$ cat src/rofs_pkg.sv
/*
 relay output function selector: register map, codes, reset values, scaling.
 assumes a 32-bit classic wishbone slave port with word-aligned registers.
*/
package rofs_pkg;
    localparam int          FREQ_W        = 16;
    localparam int          CODE_W        = 16;
    localparam int          COND_N        = 44;
    localparam int          ADR_W         = 8;
    // ratios and widths are in 0.1 percent steps
    localparam int          RATIO_SCALE   = 1000;
    localparam logic [15:0] RATIO_MAX     = 16'h03e8;

    localparam logic [7:0]  OFS_BOARD_SEL = 8'h00;
    localparam logic [7:0]  OFS_CARD_SEL  = 8'h04;
    localparam logic [7:0]  OFS_DET_VAL   = 8'h08;
    localparam logic [7:0]  OFS_HYST      = 8'h0c;
    localparam logic [7:0]  OFS_REACH     = 8'h10;
    localparam logic [7:0]  OFS_COMM      = 8'h14;
    localparam logic [7:0]  OFS_STATUS    = 8'h18;
    localparam logic [7:0]  OFS_MASK      = 8'h1c;
    localparam logic [7:0]  OFS_LEVEL     = 8'h20;

    localparam logic [15:0] RST_BOARD_SEL = 16'h0002;
    localparam logic [15:0] RST_CARD_SEL  = 16'h0000;
    localparam logic [15:0] RST_DET_VAL   = 16'h0000;
    localparam logic [15:0] RST_HYST      = 16'h0000;
    localparam logic [15:0] RST_REACH     = 16'h0000;
    localparam logic [4:0]  RST_MASK      = 5'h00;

    localparam logic [15:0] CODE_NONE     = 16'h0000;
    localparam logic [15:0] CODE_RUN      = 16'h0001;
    localparam logic [15:0] CODE_FAULT    = 16'h0002;
    localparam logic [15:0] CODE_FREQ_LVL = 16'h0003;
    localparam logic [15:0] CODE_REACH    = 16'h0004;
    localparam logic [15:0] CODE_ZERO_RUN = 16'h0005;
    localparam logic [15:0] CODE_COMM     = 16'h0014;
    localparam logic [15:0] CODE_RSV_A    = 16'h0015;
    localparam logic [15:0] CODE_RSV_B    = 16'h0016;
    localparam logic [15:0] CODE_MAX      = 16'h002b;

    localparam int          ST_BOARD_RISE = 0;
    localparam int          ST_BOARD_FALL = 1;
    localparam int          ST_CARD_RISE  = 2;
    localparam int          ST_CARD_FALL  = 3;
    localparam int          ST_BAD_CODE   = 4;
    localparam int          ST_W          = 5;
endpackage : rofs_pkg

$ cat src/rofs_fdt_hyst.sv
/*
 frequency level detector with hysteresis: sets above the detect value,
 clears below detect value minus hysteresis. inputs synchronous to clk.
*/
`timescale 1ns/100ps
module rofs_fdt_hyst
    import rofs_pkg::*;
#(
    parameter int W = FREQ_W
)(
    input  wire logic         core_clk_i,
    input  wire logic         rst_i,
    input  wire logic [W-1:0] freq_i,
    input  wire logic [W-1:0] detect_i,
    input  wire logic [W-1:0] hyst_i,
    output logic              level_o
);
    logic         level_ff;
    logic         nxt_level;
    logic [W-1:0] clear_lvl;

    always_comb
    begin
        // hysteresis never exceeds the detect value, floor at zero anyway
        clear_lvl = (hyst_i > detect_i) ? '0 : detect_i - hyst_i;
        nxt_level = level_ff;
        if (freq_i > detect_i)
            nxt_level = 1'b1;
        else if (freq_i < clear_lvl)
            nxt_level = 1'b0;
    end

    always_ff @(posedge core_clk_i)
    begin
        if (rst_i)
            level_ff <= 1'b0;
        else
            level_ff <= nxt_level;
    end

    assign level_o = level_ff;
endmodule : rofs_fdt_hyst

$ cat src/rofs_sel.sv
/*
 one output function selector: picks one condition bit by function code.
 combinational; the caller registers the result.
*/
`timescale 1ns/100ps
module rofs_sel
    import rofs_pkg::*;
(
    input  wire logic [CODE_W-1:0] code_i,
    input  wire logic [COND_N-1:0] cond_i,
    input  wire logic              comm_i,
    output logic                   level_o
);
    always_comb
    begin
        if (code_i == CODE_COMM)
            level_o = comm_i;
        else if (code_i <= CODE_MAX)
            level_o = cond_i[code_i[5:0]];
        else
            level_o = 1'b0;
    end
endmodule : rofs_sel

$ cat src/rofs_top.sv
/*
 relay output function selector top: wishbone registers, condition build,
 two selectors, registered relay levels, change interrupts.
 assumes all inputs synchronous to core_clk_i and a classic wishbone master.
*/
// The address map and the Wishbone register port were decided locally.
`timescale 1ns/100ps
module rofs_top
    import rofs_pkg::*;
(
    input  wire logic              core_clk_i,
    input  wire logic              rst_i,
    input  wire logic              wb_cyc_i,
    input  wire logic              wb_stb_i,
    input  wire logic              wb_we_i,
    input  wire logic [ADR_W-1:0]  wb_adr_i,
    input  wire logic [3:0]        wb_sel_i,
    input  wire logic [31:0]       wb_dat_i,
    output logic [31:0]            wb_dat_o,
    output logic                   wb_ack_o,
    input  wire logic              drive_running_i,
    input  wire logic              fault_stop_i,
    input  wire logic [FREQ_W-1:0] run_freq_i,
    input  wire logic [FREQ_W-1:0] target_freq_i,
    input  wire logic [FREQ_W-1:0] max_freq_i,
    input  wire logic [COND_N-1:0] status_cond_i,
    output logic                   board_relay_output_o,
    output logic                   card_relay_output_o,
    output logic                   irq_o
);
    logic [CODE_W-1:0] board_sel_ff;
    logic [CODE_W-1:0] card_sel_ff;
    logic [FREQ_W-1:0] det_val_ff;
    logic [15:0]       hyst_ratio_ff;
    logic [15:0]       reach_w_ff;
    logic [1:0]        comm_ff;
    logic [ST_W-1:0]   status_ff;
    logic [ST_W-1:0]   mask_ff;
    logic              ack_ff;
    logic [31:0]       rdat_ff;
    logic              board_ff;
    logic              card_ff;
    logic              irq_ff;

    logic              req;
    logic              wr_ev;
    logic              rd_ev;
    logic [15:0]       wr_half;
    logic [15:0]       cur_half;
    logic [15:0]       nxt_half;
    logic              bad_code;
    logic [31:0]       nxt_rdat;
    logic [ST_W-1:0]   nxt_status;
    logic [ST_W-1:0]   st_set;
    logic              nxt_board;
    logic              nxt_card;
    logic [31:0]       hyst_prod;
    logic [FREQ_W-1:0] hyst_abs;
    logic [31:0]       reach_prod;
    logic [FREQ_W:0]   reach_abs;
    logic [FREQ_W:0]   reach_lo;
    logic [FREQ_W:0]   reach_hi;
    logic              reach_in;
    logic              fdt_level;
    logic              zero_run;
    logic [COND_N-1:0] cond_vec;

    // bus: one-cycle registered answer, ack drops the cycle after
    assign req   = wb_cyc_i & wb_stb_i & ~ack_ff;
    assign wr_ev = req & wb_we_i;
    assign rd_ev = req & ~wb_we_i;
    assign wr_half = wb_dat_i[15:0];

    always_comb
    begin
        case (wb_adr_i)
            OFS_BOARD_SEL: cur_half = board_sel_ff;
            OFS_CARD_SEL:  cur_half = card_sel_ff;
            OFS_DET_VAL:   cur_half = det_val_ff;
            OFS_HYST:      cur_half = hyst_ratio_ff;
            OFS_REACH:     cur_half = reach_w_ff;
            default:       cur_half = 16'h0000;
        endcase
        nxt_half[7:0]  = wb_sel_i[0] ? wr_half[7:0]  : cur_half[7:0];
        nxt_half[15:8] = wb_sel_i[1] ? wr_half[15:8] : cur_half[15:8];
    end

    // codes above the top of the table are refused and flagged
    assign bad_code = wr_ev && (wb_adr_i == OFS_BOARD_SEL || wb_adr_i == OFS_CARD_SEL)
                      && (nxt_half > CODE_MAX);

    always_ff @(posedge core_clk_i)
    begin
        if (rst_i)
            ack_ff <= 1'b0;
        else
            ack_ff <= req;
    end

    always_ff @(posedge core_clk_i)
    begin
        if (rst_i)
        begin
            board_sel_ff <= RST_BOARD_SEL;
            card_sel_ff  <= RST_CARD_SEL;
        end
        else if (wr_ev && !bad_code)
        begin
            if (wb_adr_i == OFS_BOARD_SEL)
                board_sel_ff <= nxt_half;
            if (wb_adr_i == OFS_CARD_SEL)
                card_sel_ff <= nxt_half;
        end
    end

    always_ff @(posedge core_clk_i)
    begin
        if (rst_i)
        begin
            det_val_ff    <= RST_DET_VAL;
            hyst_ratio_ff <= RST_HYST;
            reach_w_ff    <= RST_REACH;
        end
        else if (wr_ev)
        begin
            if (wb_adr_i == OFS_DET_VAL)
                det_val_ff <= nxt_half;
            // ratios clamp at 100 percent so thresholds stay in range
            if (wb_adr_i == OFS_HYST)
                hyst_ratio_ff <= (nxt_half > RATIO_MAX) ? RATIO_MAX : nxt_half;
            if (wb_adr_i == OFS_REACH)
                reach_w_ff <= (nxt_half > RATIO_MAX) ? RATIO_MAX : nxt_half;
        end
    end

    always_ff @(posedge core_clk_i)
    begin
        if (rst_i)
            comm_ff <= 2'b00;
        else if (wr_ev && wb_adr_i == OFS_COMM && wb_sel_i[0])
            comm_ff <= wb_dat_i[1:0];
    end

    always_ff @(posedge core_clk_i)
    begin
        if (rst_i)
            mask_ff <= RST_MASK;
        else if (wr_ev && wb_adr_i == OFS_MASK && wb_sel_i[0])
            mask_ff <= wb_dat_i[ST_W-1:0];
    end

    always_comb
    begin
        case (wb_adr_i)
            OFS_BOARD_SEL: nxt_rdat = {16'h0000, board_sel_ff};
            OFS_CARD_SEL:  nxt_rdat = {16'h0000, card_sel_ff};
            OFS_DET_VAL:   nxt_rdat = {16'h0000, det_val_ff};
            OFS_HYST:      nxt_rdat = {16'h0000, hyst_ratio_ff};
            OFS_REACH:     nxt_rdat = {16'h0000, reach_w_ff};
            OFS_COMM:      nxt_rdat = {30'h00000000, comm_ff};
            OFS_STATUS:    nxt_rdat = {27'h0000000, status_ff};
            OFS_MASK:      nxt_rdat = {27'h0000000, mask_ff};
            OFS_LEVEL:     nxt_rdat = {29'h00000000, fdt_level, card_ff, board_ff};
            default:       nxt_rdat = 32'h00000000;
        endcase
    end

    always_ff @(posedge core_clk_i)
    begin
        if (rst_i)
            rdat_ff <= 32'h00000000;
        else if (rd_ev)
            rdat_ff <= nxt_rdat;
    end

    // threshold arithmetic
    always_comb
    begin
        hyst_prod  = 32'(det_val_ff) * 32'(hyst_ratio_ff);
        hyst_abs   = FREQ_W'(hyst_prod / 32'(RATIO_SCALE));
        reach_prod = 32'(max_freq_i) * 32'(reach_w_ff);
        reach_abs  = (FREQ_W+1)'(reach_prod / 32'(RATIO_SCALE));
        reach_lo   = ({1'b0, target_freq_i} > reach_abs) ? {1'b0, target_freq_i} - reach_abs : '0;
        reach_hi   = {1'b0, target_freq_i} + reach_abs;
        reach_in   = ({1'b0, run_freq_i} >= reach_lo) && ({1'b0, run_freq_i} <= reach_hi);
        zero_run   = drive_running_i && (run_freq_i == '0);
    end

    rofs_fdt_hyst #(
        .W        (FREQ_W)
    ) u_fdt (
        .core_clk_i (core_clk_i),
        .rst_i      (rst_i),
        .freq_i     (run_freq_i),
        .detect_i   (det_val_ff),
        .hyst_i     (hyst_abs),
        .level_o    (fdt_level)
    );

    always_comb
    begin
        cond_vec                     = status_cond_i;
        cond_vec[CODE_NONE[5:0]]     = 1'b0;
        cond_vec[CODE_RUN[5:0]]      = drive_running_i;
        cond_vec[CODE_FAULT[5:0]]    = fault_stop_i;
        cond_vec[CODE_FREQ_LVL[5:0]] = fdt_level;
        cond_vec[CODE_REACH[5:0]]    = reach_in;
        cond_vec[CODE_ZERO_RUN[5:0]] = zero_run;
        cond_vec[CODE_COMM[5:0]]     = 1'b0;
        cond_vec[CODE_RSV_A[5:0]]    = 1'b0;
        cond_vec[CODE_RSV_B[5:0]]    = 1'b0;
    end

    rofs_sel u_board_sel (
        .code_i  (board_sel_ff),
        .cond_i  (cond_vec),
        .comm_i  (comm_ff[0]),
        .level_o (nxt_board)
    );

    rofs_sel u_card_sel (
        .code_i  (card_sel_ff),
        .cond_i  (cond_vec),
        .comm_i  (comm_ff[1]),
        .level_o (nxt_card)
    );

    // registered so a code change never glitches the relay drive
    always_ff @(posedge core_clk_i)
    begin
        if (rst_i)
        begin
            board_ff <= 1'b0;
            card_ff  <= 1'b0;
        end
        else
        begin
            board_ff <= nxt_board;
            card_ff  <= nxt_card;
        end
    end

    // interrupts: edges of each output plus refused code writes
    always_comb
    begin
        st_set                = '0;
        st_set[ST_BOARD_RISE] = nxt_board & ~board_ff;
        st_set[ST_BOARD_FALL] = ~nxt_board & board_ff;
        st_set[ST_CARD_RISE]  = nxt_card & ~card_ff;
        st_set[ST_CARD_FALL]  = ~nxt_card & card_ff;
        st_set[ST_BAD_CODE]   = bad_code;
        // a read clears, but an event in the same cycle survives
        nxt_status = ((rd_ev && wb_adr_i == OFS_STATUS) ? '0 : status_ff) | st_set;
    end

    always_ff @(posedge core_clk_i)
    begin
        if (rst_i)
            status_ff <= '0;
        else
            status_ff <= nxt_status;
    end

    always_ff @(posedge core_clk_i)
    begin
        if (rst_i)
            irq_ff <= 1'b0;
        else
            irq_ff <= |(nxt_status & mask_ff);
    end

    assign wb_ack_o             = ack_ff;
    assign wb_dat_o             = rdat_ff;
    assign board_relay_output_o = board_ff;
    assign card_relay_output_o  = card_ff;
    assign irq_o                = irq_ff;
endmodule : rofs_top
$ cat config.mk
export PLATFORM = sky130hd
export DESIGN_NAME = rofs_top
export DESIGN_NICKNAME = d
export VERILOG_FILES = /design/src/rofs_pkg.sv /design/src/rofs_fdt_hyst.sv /design/src/rofs_sel.sv /design/src/rofs_top.sv
export SDC_FILE = /design/constraint.sdc
export NUM_CORES = 2
export LEC_CHECK = 0
export ABC_CLOCK_PERIOD_IN_PS = 34200
export BUFFER_PORTS_ARGS = -buffer_cell sky130_fd_sc_hd__buf_2
export CORE_MARGIN = 5
export CORE_UTILIZATION = 55
export CTS_CLUSTER_SIZE = 12
export DETAILED_ROUTE_END_ITERATION = 10
export GPL_TIMING_DRIVEN = 0
export PLACE_DENSITY = 0.83
export SETUP_SLACK_MARGIN = 0.05
export SLEW_MARGIN = 20
export SYNTH_ARGS = -nofsm -noshare
export SYNTH_HDL_FRONTEND = slang
export SYNTH_HIERARCHICAL = 1
export SYNTH_SLANG_ARGS = --single-unit
$ cat constraint.sdc
create_clock -name core_clk_i -period 34.2 [get_ports core_clk_i]
set_input_delay 1.71 -clock core_clk_i [delete_from_list [all_inputs] [get_ports core_clk_i]]
set_output_delay 1.71 -clock core_clk_i [all_outputs]
set_load 0.05 [all_outputs]
Word-level counts from Yosys, hierarchy flattened --
Index checks and enable logic that the tools add are counted. Widths: inputs -> output; s select.
Storage, ports and cells: register bits 129, bits of input ports 143, output and inout port bits 36, logic and storage cells 98
Cells by class: add/subtract/negate cells 3, multipliers 2, divide/modulo/power cells 2, order comparisons 12, equal/unequal tests 10, mux-type cells 18, bitwise gates (word level) 16, reduce and logical (&&, ||, !) cells 21
Operators with widths (number):
- $pmux 16 s9 | 1
- $pmux 16 s5 | 1
- $div 32x10->32 const B | 2
- $mul 16x16->32 | 2
- $eq 16x5->1 const B | 2
- $eq 8x5->1 const B | 4
- $gt 16x16->1 | 2
- $le 16x6->1 const B | 2
- $mux 16 | 2
- $add 16x17->17 | 1
- $ge 16x17->1 | 1
- $gt 16x17->1 | 1
- $le 16x17->1 | 1
- $mux 17 | 1
- $sub 16x17->17 | 1
- $eq 8x4->1 const B | 2
- $gt 16x10->1 const B | 1
- $gt 16x6->1 const B | 1
- $logic_not 16->1 | 1
- $lt 16x16->1 | 1
- $mux 8 | 2
- $sub 16x16->16 | 1
- $lt 6x7->1 const B | 2
- $bmux 1 s6 | 2
- other kinds (15) | 47

Depth between registers and ports, before layout --
depth after elaboration 15, depth in mapped cells 137

Modules after synthesis --
The synthesis kept the hierarchy.
Modules (own cells, without submodules):
- rofs_top | times used 1, cells each 4706, area an instance 36973.0 sq um, seq. area each 2242.2 sq um
- rofs_fdt_hyst | times used 1, cells each 239, area an instance 1690.4 sq um, seq. area each 20.0 sq um
- rofs_sel | times used 2, cells each 42, area an instance 499.2 sq um, seq. area each 0.0 sq um

Worst setup path after synthesis --
OpenSTA, ideal clock, no wires.
path kind input-to-reg, start input port max_freq_i[10], end register irq_ff, in the netlist irq_o, library setup time 0.132 ns, arrival 27.389 ns, data required time 34.068 ns, slack 6.679 ns, stages on the path 127, path through clkbuf_1 > and2_1 > fa_1 > inv_1 > fa_1 > inv_1 > fa_1 > fa_1 > fa_1 > inv_1 > fa_1 > inv_1 > ha_1 > clkbuf_1 > a21oi_1 > a21boi_0 > a211oi_1 > o21ai_1 > [91 not listed] > o21ai_0 > nand2b_1 > a21oi_1 > o21ai_0 > a21oi_1 > nor2b_1 > o21ai_0 > a221oi_1 > mux4_2 > a31oi_1 > o211ai_1 > nand3b_1 > a41oi_2 > inv_1 > o21ai_0 > a22o_1 > a211oi_1 > o21ai_0
On the way: word-level cells in the longest chain between the ends 15, elaborated cells on any way between the ends 26
RTL lines:
- from (decl) | line rofs_top.sv:25 | input wire logic [FREQ_W-1:0] max_freq_i,
- $mul 16x16->32 (*) | line rofs_top.sv:181 | reach_prod = 32'(max_freq_i) * 32'(reach_w_ff);
- $div 32x10->32 (*) | line rofs_top.sv:182 | reach_abs = (FREQ_W+1)'(reach_prod / 32'(RATIO_SCALE));
- $sub 16x17->17 or $gt 16x17->1 (tied branches) | line rofs_top.sv:183 | reach_lo = ({1'b0, target_freq_i} > reach_abs) ? {1'b0, target_freq_i} - reach_abs : '0;
- $mux 17 | line rofs_top.sv:183
- $ge 16x17->1 | line rofs_top.sv:185 | reach_in = ({1'b0, run_freq_i} >= reach_lo) && ({1'b0, run_freq_i} <= reach_hi);
- $logic_and 1x1->1 (*) | line rofs_top.sv:185
- named net reach_in | line rofs_top.sv:63 | logic reach_in;
- $bmux 1 s6 (*) | line rofs_sel.sv:19 | level_o = cond_i[code_i[5:0]];
- $mux 1 (not written as such) (*) | line rofs_sel.sv:19
- $mux 1 (*) | line rofs_sel.sv:18 | else if (code_i <= CODE_MAX)
- $mux 1 (*) | line rofs_sel.sv:16 | if (code_i == CODE_COMM)
- named net nxt_card | line rofs_top.sv:56 | logic nxt_card;
- $not 1->1 | line rofs_top.sv:250 | st_set[ST_CARD_FALL] = ~nxt_card & card_ff;
- $and 1x1->1 | line rofs_top.sv:250
- $or 5x5->5 (*) | line rofs_top.sv:253 | nxt_status = ((rd_ev && wb_adr_i == OFS_STATUS) ? '0 : status_ff) | st_set;
- $and 5x5->5 (*) | line rofs_top.sv:269 | irq_ff <= |(nxt_status & mask_ff);
- $reduce_or 5->1 (*) | line rofs_top.sv:269
- to (signal assigned) | line rofs_top.sv:269
- to (decl) | line rofs_top.sv:43 | logic irq_ff;
Mark *: on every way through the listed nets, which the timed path passes. The rest lies on a longest branch. The select of a mux whose other input is x is not followed. A chain may end at the register's enable or synchronous reset.

Worst setup path in the final report --
start input port max_freq_i[10], end register irq_ff, in the netlist irq_o
On the way: word-level cells in the longest chain between the ends 15, elaborated cells on any way between the ends 26
RTL lines:
- $mul 16x16->32 (*) | line rofs_top.sv:181
- $div 32x10->32 (*) | line rofs_top.sv:182
- $sub 16x17->17 or $gt 16x17->1 (tied branches) | line rofs_top.sv:183
- $mux 17 | line rofs_top.sv:183
- $ge 16x17->1 | line rofs_top.sv:185
- $logic_and 1x1->1 (*) | line rofs_top.sv:185
- named net reach_in | line rofs_top.sv:63
- $bmux 1 s6 (*) | line rofs_sel.sv:19
- $mux 1 (not written as such) (*) | line rofs_sel.sv:19
- $mux 1 (*) | line rofs_sel.sv:18
- $mux 1 (*) | line rofs_sel.sv:16
- named net nxt_board | line rofs_top.sv:55 | logic nxt_board;
- $not 1->1 | line rofs_top.sv:248 | st_set[ST_BOARD_FALL] = ~nxt_board & board_ff;
- $and 1x1->1 | line rofs_top.sv:248
- $or 5x5->5 (*) | line rofs_top.sv:253
- $and 5x5->5 (*) | line rofs_top.sv:269
- $reduce_or 5->1 (*) | line rofs_top.sv:269
Marks and branches as above.

==> impl_metrics.env <==
export IMPL_synth_cell_types=165
export IMPL_wirelength_microns=116100
export IMPL_hold_viol=0
export IMPL_via_per_inst=6.355
export IMPL_crit_type="input port to flop"
export IMPL_drive_above_1_share_pct=10.16
export IMPL_setup_viol=0
export IMPL_drc=0
export IMPL_grt_pass1_vias=38030
export IMPL_synth_edf_count=0
export IMPL_syn2layout_area_growth_pct=6.495
export IMPL_path_clk_slew_ns=0.06
export IMPL_relSlewSlack_pct=26.94
export IMPL_post_route_period_util_pct=93.64
export IMPL_detail_route_antenna_nets=0
export IMPL_drtIter0Drc=3754
export IMPL_cpMaxStageDelayCell="fa_1"
export IMPL_powerDensity_nw_per_um2=8.813
export IMPL_maxSlewViolCount=0
export IMPL_die_x_microns=278.5
export IMPL_cp_max_fo=10
export IMPL_yosys_warnings=6
export IMPL_numCtsBuffers=17
export IMPL_row_count=98
export IMPL_die_h_microns=278.5
export IMPL_path_common_cell="a21oi_1"
export IMPL_synth_seq_cells=113
export IMPL_die_area_sq_um=77580
export IMPL_placed_area_sq_um=41610
export IMPL_initial_core_util_pct=55.48
export IMPL_netlist_area_sq_um=39660
export IMPL_clock_latency_ns=0.42
export IMPL_async_reset_ff_share_pct=0
export IMPL_syn_inst=5029
export IMPL_rsz0062_at_grt="no"
export IMPL_clockBufferDepth=2
export IMPL_slowest_delay_ns=0.58
export IMPL_tritoncts="yes"
export IMPL_place_congestion=0.9827
export IMPL_final_cell_area_sq_um=42240
export IMPL_cts_root_buffer_cell="clkbuf_16"
export IMPL_layout_commonest_cell="nand2_1"
export IMPL_worstHoldPathCells=2
export IMPL_ios=179
export IMPL_tightest_slew_ns=1.091
export IMPL_antenna_found_initial=5
export IMPL_fin_skew_ns=0.01067
export IMPL_num_vias=39210
export IMPL_grt_first_pass_wirelength_microns=190000
export IMPL_coreArea_sq_um=71490
export IMPL_status="finished, final reports clean"
export IMPL_crit_path_start_kind="input port"
export IMPL_synth_yosys_seq_area_share_pct=5.704
export IMPL_crit_arrival_ns=32.30
export IMPL_layout_common_cells="599 x nand2_1, 537 x inv_1, 391 x fa_1, 329 x nor2_1, 320 x ha_1"
export IMPL_gr_total_overflow=0
export IMPL_hold_class="flop to flop"
export IMPL_crit_required_ns=34.47
export IMPL_io_buffers=134
export IMPL_ir_drop_mv=0.03446
export IMPL_max_freq_mhz=31.23
export IMPL_groute_usage_overall_pct=28.81
export IMPL_fin_setup_tns_ns=0
export IMPL_drv_cap=0
export IMPL_fin_crit_ns=32.03
export IMPL_cp_end_kind="flop"
export IMPL_cts_sinks=113
export IMPL_htreeDepth=4
export IMPL_wl_per_cell_microns=18.82
export IMPL_p_leak_nw=18.63
export IMPL_yosys_most_used_dff="dfxtp_1"
export IMPL_hpwl_microns=94840
export IMPL_nets=6056
export IMPL_r2r_cells=123
export IMPL_dr_pass1_iters=6
export IMPL_grt_max_degree=17
export IMPL_synth_avg_cell_area_sq_um=7.887
==> Yosys cell counts (64+ instances only) <==
cell	number	area, sq um
nand2_1	599	2248
inv_1	537	2016
fa_1	391	7828
nor2_1	329	1235
ha_1	320	4004
and2_1	286	1789
a21oi_1	240	1201
clkbuf_1	155	581.8
xnor2_1	152	1331
o21ai_0	138	690.7
dfxtp_1	113	2262
nand3_1	108	540.5
nor3_1	104	520.5
a211oi_1	71	533.0
mux2i_1	67	670.6
a21o_1	64	480.5
==> power breakdown <==
group | switching [mW] | internal (mW) | total [mW] | leakage [nW]
logic | 0.0449 | 0.0249 | 0.0699 | 17.5
clock network | 0.0668 | 0.102 | 0.169 | 0.270
registers | 0.000728 | 0.132 | 0.133 | 0.912
total | 0.112 | 0.260 | 0.372 | 18.6
==> state kept, by name, indices dropped and copies added, names as in the netlist, 2 cells and up <==
name / cells
card_sel_ff: 16
status_ff: 5
board_sel_ff: 16
hyst_ratio_ff: 16
reach_w_ff: 16
det_val_ff: 16
wb_dat_o: 16
mask_ff: 5
comm_ff: 2
==> through the flow <==
step / cells / setup slack (ns) / utilization (%) / power, mW / hold slack (ns)
after floorplan: 5052 / 6.679 / - / 0.1768 / 0.4473
after global placement: 6136 / 2.048 / 58.20 / 0.2022 / 0.4626
after detailed placement: 6136 / 1.722 / 58.21 / 0.2035 / 0.4661
after CTS: 6168 / 2.031 / 59.01 / 0.3695 / 0.4737
after global routing: 6167 / 0.07588 / 59.08 / 0.3840 / 0.5000
final: 6170 / 2.175 / 59.09 / 0.3722 / 0.4623
==> metal layers <==
layer,GRT usage (%),vias up,part of all wire [%]
met4,11.73,0,4.8
met1,37.97,18700,41
met2,47.06,2070,45
met5,0,-,0
li1,-,18020,-
met3,5.134,418,9.4
==> timing repair <==
action / CTS / global route
setup buffers: 0 / 0
hold buffers: 0 / 0
gates resized for setup: 0 / 10
endpoints found under the setup margin: 0 / 7
==> worst max-delay path: cells and delay by family <==
family | cells | cell delay (ns)
AO/OA/AOI/OAI | 63 | 15.03
XOR/XNOR | 2 | 0.41
adder cells (fa/ha/maj) | 9 | 3.92
buffers and inverters | 12 | 2.61
multiplexers | 5 | 2.12
AND/OR/NAND/NOR | 32 | 6.50
==> final timing paths <==
path | from | end | slack, ns
max | max_freq_i[10] | irq_o | 2.17
min | wb_dat_o[1] | wb_dat_o[1] | 0.46
max reg2reg | reach_w_ff[9] | irq_o | 2.80
min reg2reg | wb_dat_o[1] | wb_dat_o[1] | 0.46
==> final cells by class <==
cell class | count | area (sq um)
Fill cell | 6196 | 29250
Antenna cell | 5 | 12.51
Clock inverter | 14 | 131.4
Timing Repair Buffer | 134 | 670.6
Tap cell | 950 | 1189
Clock buffer | 18 | 439.2
Inverter | 553 | 2083
Buffer | 237 | 1186
Sequential cell | 113 | 2262
Multi-Input combinational cell | 4146 | 34260
==> kinds of logic after synthesis <==
family / count (synthesis) / synth area share, %
AND/OR/NAND/NOR: 1818 / 23.15
AO/OA/AOI/OAI: 1252 / 24.03
buffers and inverters: 793 / 8.268
adder cells (fa/ha/maj): 725 / 30.19
XOR/XNOR: 213 / 4.959
multiplexers: 114 / 3.688
flip-flops: 113 / 5.704
other: 1 / 0.009455
Note: power is estimated with default switching activity, not from simulation.
